<file path="src/logic/pipe_status_pkg.sv">
package pipe_status_pkg;

  // ****************************************************************
  // bus geometry
  // ****************************************************************
  localparam int          ADDR_W = 20;
  localparam int          DATA_W = 32;
  localparam int          BE_W   = 4;

  // ****************************************************************
  // register byte addresses
  // ****************************************************************
  localparam logic [19:0] OFS_PIPE_CONF   = 20'h70008;
  localparam logic [19:0] OFS_GAMMA_RED   = 20'h70010;
  localparam logic [19:0] OFS_GAMMA_GREEN = 20'h70014;
  localparam logic [19:0] OFS_GAMMA_BLUE  = 20'h70018;
  localparam logic [19:0] OFS_STATUS      = 20'h70024;

  // ****************************************************************
  // gamma maximum points, 11.6 fixed point
  // ****************************************************************
  localparam int          GAMMA_W     = 17;
  localparam logic [16:0] GAMMA_RESET = 17'h10000;

  // ****************************************************************
  // pipe configuration, dithering bits only
  // ****************************************************************
  localparam int          BIT_DITHER_EN    = 4;
  localparam int          DITHER_TYPE_LSB  = 2;
  localparam int          BIT_ACC_RESET    = 1;
  localparam logic [31:0] CONF_MASK        = 32'h0000001E;
  localparam logic [31:0] CONF_RESET       = 32'h00000000;
  localparam logic [1:0]  DITHER_SPATIAL   = 2'h0;
  localparam logic [1:0]  DITHER_ST1       = 2'h1;
  localparam logic [1:0]  DITHER_ST2       = 2'h2;
  localparam logic [1:0]  DITHER_TEMPORAL  = 2'h3;
  localparam int          FRAME_CNT_W      = 3;
  localparam logic [2:0]  FRAME_CNT_LAST   = 3'h7;

  // ****************************************************************
  // event status and enable layout
  // ****************************************************************
  localparam logic [31:0] STATUS_RESET  = 32'h00000000;
  localparam logic [31:0] STICKY_MASK   = 32'h80003B77;
  localparam logic [31:0] ENABLE_MASK   = 32'h3B770000;
  localparam int          ENABLE_SHIFT  = 16;
  localparam int          BIT_UNDERRUN  = 31;
  localparam int          BIT_CRC_ERR   = 13;
  localparam int          BIT_CRC_DONE  = 12;
  localparam int          BIT_SERIAL    = 11;
  localparam int          BIT_VSYNC     = 9;
  localparam int          BIT_LINE_CMP  = 8;
  localparam int          BIT_BACKLIGHT = 6;
  localparam int          BIT_ODD       = 5;
  localparam int          BIT_EVEN      = 4;
  localparam int          BIT_VBL_START = 2;
  localparam int          BIT_FRAME_ST  = 1;
  localparam int          BIT_OVERLAY   = 0;

  // ****************************************************************
  // interlace modes
  // ****************************************************************
  localparam int          BIT_INTERLACED   = 2;
  localparam logic [2:0]  MODE_FIELD0_ONLY = 3'h7;

  // expand byte enables to a bit mask
  function automatic logic [31:0] lane_mask(input logic [3:0] be);
    lane_mask = {{8{be[3]}}, {8{be[2]}}, {8{be[1]}}, {8{be[0]}}};
  endfunction

  // byte-lane write merge limited to implemented bits
  function automatic logic [31:0] merge(input logic [31:0] old_v,
                                        input logic [31:0] new_v,
                                        input logic [31:0] m);
    merge = (old_v & ~m) | (new_v & m);
  endfunction

endpackage

</file>
<file path="src/logic/pipe_status_events.sv">
// Local design decision: register access over Avalon-MM.
`timescale 1ns/10ps
module pipe_status_events
  import pipe_status_pkg::*;
(
  // clock and reset
  input  wire logic              mclk_in,
  input  wire logic              rst_in,
  // avalon-mm slave
  input  wire logic [ADDR_W-1:0] avs_address_in,
  input  wire logic              avs_read_in,
  input  wire logic              avs_write_in,
  input  wire logic [DATA_W-1:0] avs_writedata_in,
  input  wire logic [BE_W-1:0]   avs_byteenable_in,
  output logic [DATA_W-1:0]      avs_readdata_out,
  output logic                   avs_waitrequest_out,
  // event sources, one-cycle pulses
  input  wire logic              fifo_underrun_in,
  input  wire logic              crc_error_in,
  input  wire logic              crc_done_in,
  input  wire logic              serial_bus_event_in,
  input  wire logic              vsync_in,
  input  wire logic              line_compare_in,
  input  wire logic              backlight_cfg_write_in,
  input  wire logic              vblank_start_in,
  input  wire logic              frame_start_in,
  input  wire logic              overlay_update_in,
  input  wire logic              line_start_in,
  // field and mode levels
  input  wire logic              field_odd_in,
  input  wire logic [2:0]        interlace_mode_in,
  // first-level status
  output logic                   pipe_event_out,
  // dithering controls
  output logic                   dither_enable_out,
  output logic [1:0]             dither_type_out,
  output logic                   dither_acc_reset_out,
  // gamma maximum points
  output logic [GAMMA_W-1:0]     gamma_max_red_out,
  output logic [GAMMA_W-1:0]     gamma_max_green_out,
  output logic [GAMMA_W-1:0]     gamma_max_blue_out
);

  // ****************************************************************
  // bus handshake
  // ****************************************************************
  logic                  wait_q;
  logic                  req;
  logic                  wr_acc;
  logic [DATA_W-1:0]     wmask;
  logic                  hit_conf;
  logic                  hit_red;
  logic                  hit_green;
  logic                  hit_blue;
  logic                  hit_status;
  logic [DATA_W-1:0]     rdata_d;
  logic [DATA_W-1:0]     rdata_q;

  assign req        = avs_read_in | avs_write_in;
  // a request is answered exactly once, in the cycle wait drops
  assign wr_acc     = avs_write_in & ~wait_q;
  assign wmask      = lane_mask(avs_byteenable_in);
  assign hit_conf   = (avs_address_in == OFS_PIPE_CONF);
  assign hit_red    = (avs_address_in == OFS_GAMMA_RED);
  assign hit_green  = (avs_address_in == OFS_GAMMA_GREEN);
  assign hit_blue   = (avs_address_in == OFS_GAMMA_BLUE);
  assign hit_status = (avs_address_in == OFS_STATUS);

  // one wait cycle lets read data come from a flop
  always_ff @(posedge mclk_in) begin
    if (rst_in) begin
      wait_q <= 1'b1;
    end else if (req && wait_q) begin
      wait_q <= 1'b0;
    end else begin
      wait_q <= 1'b1;
    end
  end

  assign avs_waitrequest_out = wait_q;

  // ****************************************************************
  // configuration and gamma registers
  // ****************************************************************
  logic [DATA_W-1:0]  conf_q;
  logic [GAMMA_W-1:0] gamma_red_q;
  logic [GAMMA_W-1:0] gamma_green_q;
  logic [GAMMA_W-1:0] gamma_blue_q;

  // only the dithering bits live here; the rest of the word reads zero
  always_ff @(posedge mclk_in) begin
    if (rst_in) begin
      conf_q <= CONF_RESET;
    end else if (wr_acc && hit_conf) begin
      conf_q <= merge(conf_q, avs_writedata_in, wmask & CONF_MASK);
    end
  end

  // values above 1024.0 are stored as written; range is software's job
  always_ff @(posedge mclk_in) begin
    if (rst_in) begin
      gamma_red_q   <= GAMMA_RESET;
      gamma_green_q <= GAMMA_RESET;
      gamma_blue_q  <= GAMMA_RESET;
    end else if (wr_acc) begin
      if (hit_red) begin
        gamma_red_q <= GAMMA_W'(merge({15'h0000, gamma_red_q}, avs_writedata_in, wmask));
      end
      if (hit_green) begin
        gamma_green_q <= GAMMA_W'(merge({15'h0000, gamma_green_q}, avs_writedata_in, wmask));
      end
      if (hit_blue) begin
        gamma_blue_q <= GAMMA_W'(merge({15'h0000, gamma_blue_q}, avs_writedata_in, wmask));
      end
    end
  end

  assign gamma_max_red_out   = gamma_red_q;
  assign gamma_max_green_out = gamma_green_q;
  assign gamma_max_blue_out  = gamma_blue_q;
  assign dither_enable_out   = conf_q[BIT_DITHER_EN];
  assign dither_type_out     = conf_q[DITHER_TYPE_LSB +: 2];

  // ****************************************************************
  // field events and dither frame sequencing
  // ****************************************************************
  logic odd_evt;
  logic even_evt;

  field_event_gen u_field (
    .mclk_in           (mclk_in),
    .rst_in            (rst_in),
    .vblank_start_in   (vblank_start_in),
    .line_start_in     (line_start_in),
    .field_odd_in      (field_odd_in),
    .interlace_mode_in (interlace_mode_in),
    .odd_evt_out       (odd_evt),
    .even_evt_out      (even_evt)
  );

  dither_frame_seq u_dither (
    .mclk_in         (mclk_in),
    .rst_in          (rst_in),
    .acc_reset_en_in (conf_q[BIT_ACC_RESET]),
    .frame_start_in  (frame_start_in),
    .acc_reset_out   (dither_acc_reset_out)
  );

  // ****************************************************************
  // event status and enables
  // ****************************************************************
  logic [DATA_W-1:0] status_q;
  logic [DATA_W-1:0] enable_q;
  logic [DATA_W-1:0] evt;
  logic [DATA_W-1:0] clr;
  logic              pipe_event_q;

  always_comb begin
    evt                = '0;
    evt[BIT_UNDERRUN]  = fifo_underrun_in;
    evt[BIT_CRC_ERR]   = crc_error_in;
    evt[BIT_CRC_DONE]  = crc_done_in;
    evt[BIT_SERIAL]    = serial_bus_event_in;
    evt[BIT_VSYNC]     = vsync_in;
    evt[BIT_LINE_CMP]  = line_compare_in;
    evt[BIT_BACKLIGHT] = backlight_cfg_write_in;
    evt[BIT_ODD]       = odd_evt;
    evt[BIT_EVEN]      = even_evt;
    evt[BIT_VBL_START] = vblank_start_in;
    evt[BIT_FRAME_ST]  = frame_start_in;
    evt[BIT_OVERLAY]   = overlay_update_in;
  end

  // write-one-to-clear, limited to enabled byte lanes
  assign clr = (wr_acc && hit_status) ? (avs_writedata_in & wmask & STICKY_MASK) : '0;

  // a new event in the clearing cycle wins over the clear
  always_ff @(posedge mclk_in) begin
    if (rst_in) begin
      status_q <= STATUS_RESET;
    end else begin
      status_q <= (status_q & ~clr) | (evt & STICKY_MASK);
    end
  end

  always_ff @(posedge mclk_in) begin
    if (rst_in) begin
      enable_q <= STATUS_RESET;
    end else if (wr_acc && hit_status) begin
      enable_q <= merge(enable_q, avs_writedata_in, wmask & ENABLE_MASK);
    end
  end

  // underrun sits in the upper half and is left out of the reduction
  always_ff @(posedge mclk_in) begin
    if (rst_in) begin
      pipe_event_q <= 1'b0;
    end else begin
      pipe_event_q <= |(status_q[15:0] & enable_q[ENABLE_SHIFT +: 16]);
    end
  end

  assign pipe_event_out = pipe_event_q;

  // ****************************************************************
  // read data
  // ****************************************************************
  always_comb begin
    rdata_d = '0;
    if (hit_conf) begin
      rdata_d = conf_q & CONF_MASK;
    end else if (hit_red) begin
      rdata_d = {15'h0000, gamma_red_q};
    end else if (hit_green) begin
      rdata_d = {15'h0000, gamma_green_q};
    end else if (hit_blue) begin
      rdata_d = {15'h0000, gamma_blue_q};
    end else if (hit_status) begin
      rdata_d = (status_q & STICKY_MASK) | (enable_q & ENABLE_MASK);
    end
  end

  // unmapped reads return zero, unmapped writes are dropped
  always_ff @(posedge mclk_in) begin
    if (rst_in) begin
      rdata_q <= '0;
    end else if (avs_read_in && wait_q) begin
      rdata_q <= rdata_d;
    end
  end

  assign avs_readdata_out = rdata_q;
endmodule

</file>
<file path="src/logic/field_event_gen.sv">
`timescale 1ns/10ps
module field_event_gen
  import pipe_status_pkg::*;
(
  // clock and reset
  input  wire logic       mclk_in,
  input  wire logic       rst_in,
  // pipe timing
  input  wire logic       vblank_start_in,
  input  wire logic       line_start_in,
  input  wire logic       field_odd_in,
  input  wire logic [2:0] interlace_mode_in,
  // field events
  output logic            odd_evt_out,
  output logic            even_evt_out
);

  typedef enum logic [0:0] {IDLE, WAIT_LINE} fstate_t;

  fstate_t state_q;
  logic    odd_q;
  logic    fields_ok;

  // field flags only exist in interlaced modes other than field-0-only
  assign fields_ok = interlace_mode_in[BIT_INTERLACED] && (interlace_mode_in != MODE_FIELD0_ONLY);

  always_ff @(posedge mclk_in) begin
    if (rst_in) begin
      state_q <= IDLE;
      odd_q   <= 1'b0;
    end else begin
      unique case (state_q)
        IDLE: begin
          if (vblank_start_in) begin
            state_q <= WAIT_LINE;
            odd_q   <= field_odd_in;
          end
        end
        WAIT_LINE: begin
          if (line_start_in) begin
            state_q <= IDLE;
          end
        end
      endcase
    end
  end

  // one line after blanking starts
  always_ff @(posedge mclk_in) begin
    if (rst_in) begin
      odd_evt_out  <= 1'b0;
      even_evt_out <= 1'b0;
    end else begin
      odd_evt_out  <= (state_q == WAIT_LINE) && line_start_in && fields_ok && odd_q;
      even_evt_out <= (state_q == WAIT_LINE) && line_start_in && fields_ok && !odd_q;
    end
  end
endmodule

</file>
<file path="src/logic/dither_frame_seq.sv">
`timescale 1ns/10ps
module dither_frame_seq
  import pipe_status_pkg::*;
(
  // clock and reset
  input  wire logic mclk_in,
  input  wire logic rst_in,
  // control and timing
  input  wire logic acc_reset_en_in,
  input  wire logic frame_start_in,
  // accumulator restart
  output logic      acc_reset_out
);

  logic [FRAME_CNT_W-1:0] cnt_q;

  // counter held at zero while disabled so the first restart is the 8th frame
  always_ff @(posedge mclk_in) begin
    if (rst_in || !acc_reset_en_in) begin
      cnt_q <= '0;
    end else if (frame_start_in) begin
      cnt_q <= cnt_q + 3'h1;
    end
  end

  always_ff @(posedge mclk_in) begin
    if (rst_in) begin
      acc_reset_out <= 1'b0;
    end else begin
      acc_reset_out <= acc_reset_en_in && frame_start_in && (cnt_q == FRAME_CNT_LAST);
    end
  end
endmodule

</file>
<file path="config.mk">
export PLATFORM = sky130hd
export DESIGN_NAME = pipe_status_events
export DESIGN_NICKNAME = d
export VERILOG_FILES = /design/src/logic/pipe_status_pkg.sv /design/src/logic/pipe_status_events.sv /design/src/logic/field_event_gen.sv /design/src/logic/dither_frame_seq.sv
export SDC_FILE = /design/constraint.sdc
export NUM_CORES = 1
export LEC_CHECK = 0
export BUFFER_PORTS_ARGS = -buffer_cell sky130_fd_sc_hd__buf_2
export CAP_MARGIN = 20
export CELL_PAD_IN_SITES_DETAIL_PLACEMENT = 1
export CELL_PAD_IN_SITES_GLOBAL_PLACEMENT = 1
export CORE_ASPECT_RATIO = 1.4
export CORE_MARGIN = 8
export CORE_UTILIZATION = 34
export DETAILED_ROUTE_END_ITERATION = 10
export PLACE_DENSITY_LB_ADDON = 0.1
export SLEW_MARGIN = 25
export SYNTH_ARGS = -nofsm -noshare
export SYNTH_HDL_FRONTEND = slang
export SYNTH_SLANG_ARGS = --single-unit
</file>
<file path="constraint.sdc">
create_clock -name mclk_in -period 1.5 [get_ports mclk_in]
set_input_delay 0 -clock mclk_in [delete_from_list [all_inputs] [get_ports mclk_in]]
set_output_delay 0 -clock mclk_in [all_outputs]
set_load 0.05 [all_outputs]
</file>
==> flow_summary.ini <==
[route]
viasPerCell = 5.48
drt_iter0_drc = 310
first_pass_iters = 4
drc = 0
drt-wirelength-per-cell_um = 21.6
drt-total-wl_um = 22500
dr_total_vias = 5703
ant_nets = 0

[global_route]
overflow = 0
grt_max_degree = 43
grt_usage_pct = 22.8
grt_pass1_vias = 6317
antenna_found_initial = 1
grt_pass1_wl_um = 34500

[synth]
netlist_area_um2 = 5270
yosys_warnings = 0
synth_compound_area_share_pct = 23.2
ys_ff_latch = 116
yosys.area.top_type_share_pct = 44.1
synth_top_area_cell = dfxtp_1
synthMuxAreaShare_pct = 4.37
syn_inst = 608
synth-seq-area-share_pct = 44.1
ys_types = 55
synth_edf_count = 0
synth_adder_area_share_pct = 0.475
synthTopCellsByArea = dfxtp_1, o21ai_0, nand2_1
synth_xor_area_share_pct = 0.166
ys_top_cells_by_count = dfxtp_1, nand2_1, o21ai_0
async_reset_ff_share_pct = 0
synth_top_family_by_area = compound AO/OA/AOI/OAI gates
synthFlopType = dfxtp_1
yosysMostFrequentCell = dfxtp_1
synthSimpleGateAreaFrac_pct = 21.1
avgSynthCellArea_um2 = 8.67

[pwr]
p_seq_share_pct = 40.8
power.internal_uw = 5830
total_power_uw = 7690
p_per_area_nw_per_um2 = 1020
power_frac_clock_pct = 50.9
p_leak_uw = 0.00325
p_sw_uw = 1860
peakVddDrop_v = 0.000768
swShare_pct = 24.2
share_comb_of_total_power_pct = 8.3

[sta]
fin_crit_ns = 1.42
rsz0062_at_grt = no
tns_ns = 0
hold_viol_final = 0
setup-violations-final = 0
finClkSkew_ns = 0.0101
fmax_ghz = 0.704
final.period_utilization_pct = 94.7
setup_slack_ns = 0.0792
slew_viol_final = 0

[finish]
nets = 908
area_growth_pct = 43.4
seqCellArea_um2 = 2330
nFillCells = 1868
multiInputGateArea_um2 = 2630
drive_above_1_share_pct = 30.5
stdcell_count = 1041
final_core_util_pct = 49.1

[setup_path]
startpoint_type = flop
crit_type = reg2reg
worst_ep_required_time_ns = 1.79
worstPathArrival_ns = 1.71
worstSetupEndpointType = flop
crit_fanout = 9

[clock_network]
cts_buffers = 17
cts_max_level = 4
cts_sinks = 116
root_buffer = clkbuf_16
path_clk_slew_ns = 0.06
clock_latency_ns = 0.43
cts_setup_buffers = 0
cts_tree = yes
clockBufferDepth = 2

[die]
die_w_um = 121
initial_utilization_pct = 34.2
rows = 54
coreArea_um2 = 15400
dieHeight_um = 163
dieArea_um2 = 19800
io_pins = 164

[hold_path]
hold_class = in2reg

[placement]
hpwl_um = 16700
place_ws_ns = -0.106
gp_congestion = 0.852
port_buffers = 155
dpl.cell_count = 957

[status]
status = finished, final reports clean

[run]
cap_violations = 0
[power by group through the flow]
stage               clock (uW)  combinational [uW]  sequential [uW]
finish                    3910                 639             3140
global route              4100                 683             3140
CTS                       3970                 636             3140
detailed placement           0                 530             3200
global placement             0                 518             3200
floorplan                    0                 259             3200
[through the flow]
stage / hold slack (ns) / instance area, um2
after global routing: 0.0688 / 7560
after floorplan: 0.0912 / 5290
after global placement: 0.200 / 6470
final: 0.0692 / 7560
after detailed placement: 0.214 / 6470
after CTS: 0.0406 / 7550
[layout make-up]
type                    count  area share [%]
flip-flops and latches    116            30.8
clock buffers              23            6.45
clock inverters             9            1.04
well taps                 196            3.24
inverters                  22            1.09
multi-input cells         422            34.8
diodes                      1          0.0331
repair buffers            252            22.6
[kinds of logic after synthesis]
logic type | count (synthesis)
AND/OR/NAND/NOR | 204
AO/OA/AOI/OAI | 188
flip-flops | 116
buffers and inverters | 73
multiplexers | 23
adder cells (fa/ha/maj) | 2
other | 1
XOR/XNOR | 1
[per-layer routing]
layer | GRT usage (%) | part of all wire [%] | vias to the layer above
li1 | - | - | 2686
met1 | 23.8 | 39 | 2828
met2 | 42.4 | 54 | 153
met3 | 5.22 | 4.3 | 36
met4 | 10.1 | 2.9 | 0
met5 | 0 | 0 | -
[repair_timing]
item	in CTS	in global routing
hold buffers	51	0
hold endpoints to repair	77	0
endpoints found under the setup margin	4	8
pin swaps	0	0
cloned	0	0
resized for setup	1	4
[worst max-delay path, stage by stage, from the launching register on]
cell and delay, ns:
dfxtp_4 0.36, and3b_1 0.21, buf_4 0.16, nand2_1 0.07
buf_4 0.18, o21ai_0 0.20, a21oi_2 0.09
[layout by cell type (no fill, tap or decap), drive strengths merged, types with 3 or more instances in the layout]
master,n
inv,21
a21o,4
buf,201
clkinv,7
a22o,21
nand3,39
mux2i,23
and3,11
nand4b,3
dlygate4sd3,51
a22oi,4
o221ai,7
conb,4
a31o,6
nand2,71
and4bb,3
clkbuf,23
a311oi,11
nor4,8
and3b,3
a31oi,3
nor2,20
a221oi,3
dfxtp,116
a21oi,44
o21ai,54
o21a,9
nand4,15
a211oi,3
o31ai,17
nor3,12
[final timing paths]
| check | start | to | slack, ns | cells after the start |
|---|---|---|---|---|
| min reg2reg | avs_readdata_out[3] | avs_readdata_out[3] | 0.45 | 2 |
| max | avs_waitrequest_out | flop | 0.08 | 6 |
| max reg2reg | avs_waitrequest_out | flop | 0.08 | 6 |
| min | avs_byteenable_in[1] | flop | 0.07 | 4 |
(Power assumes the default switching activity.)
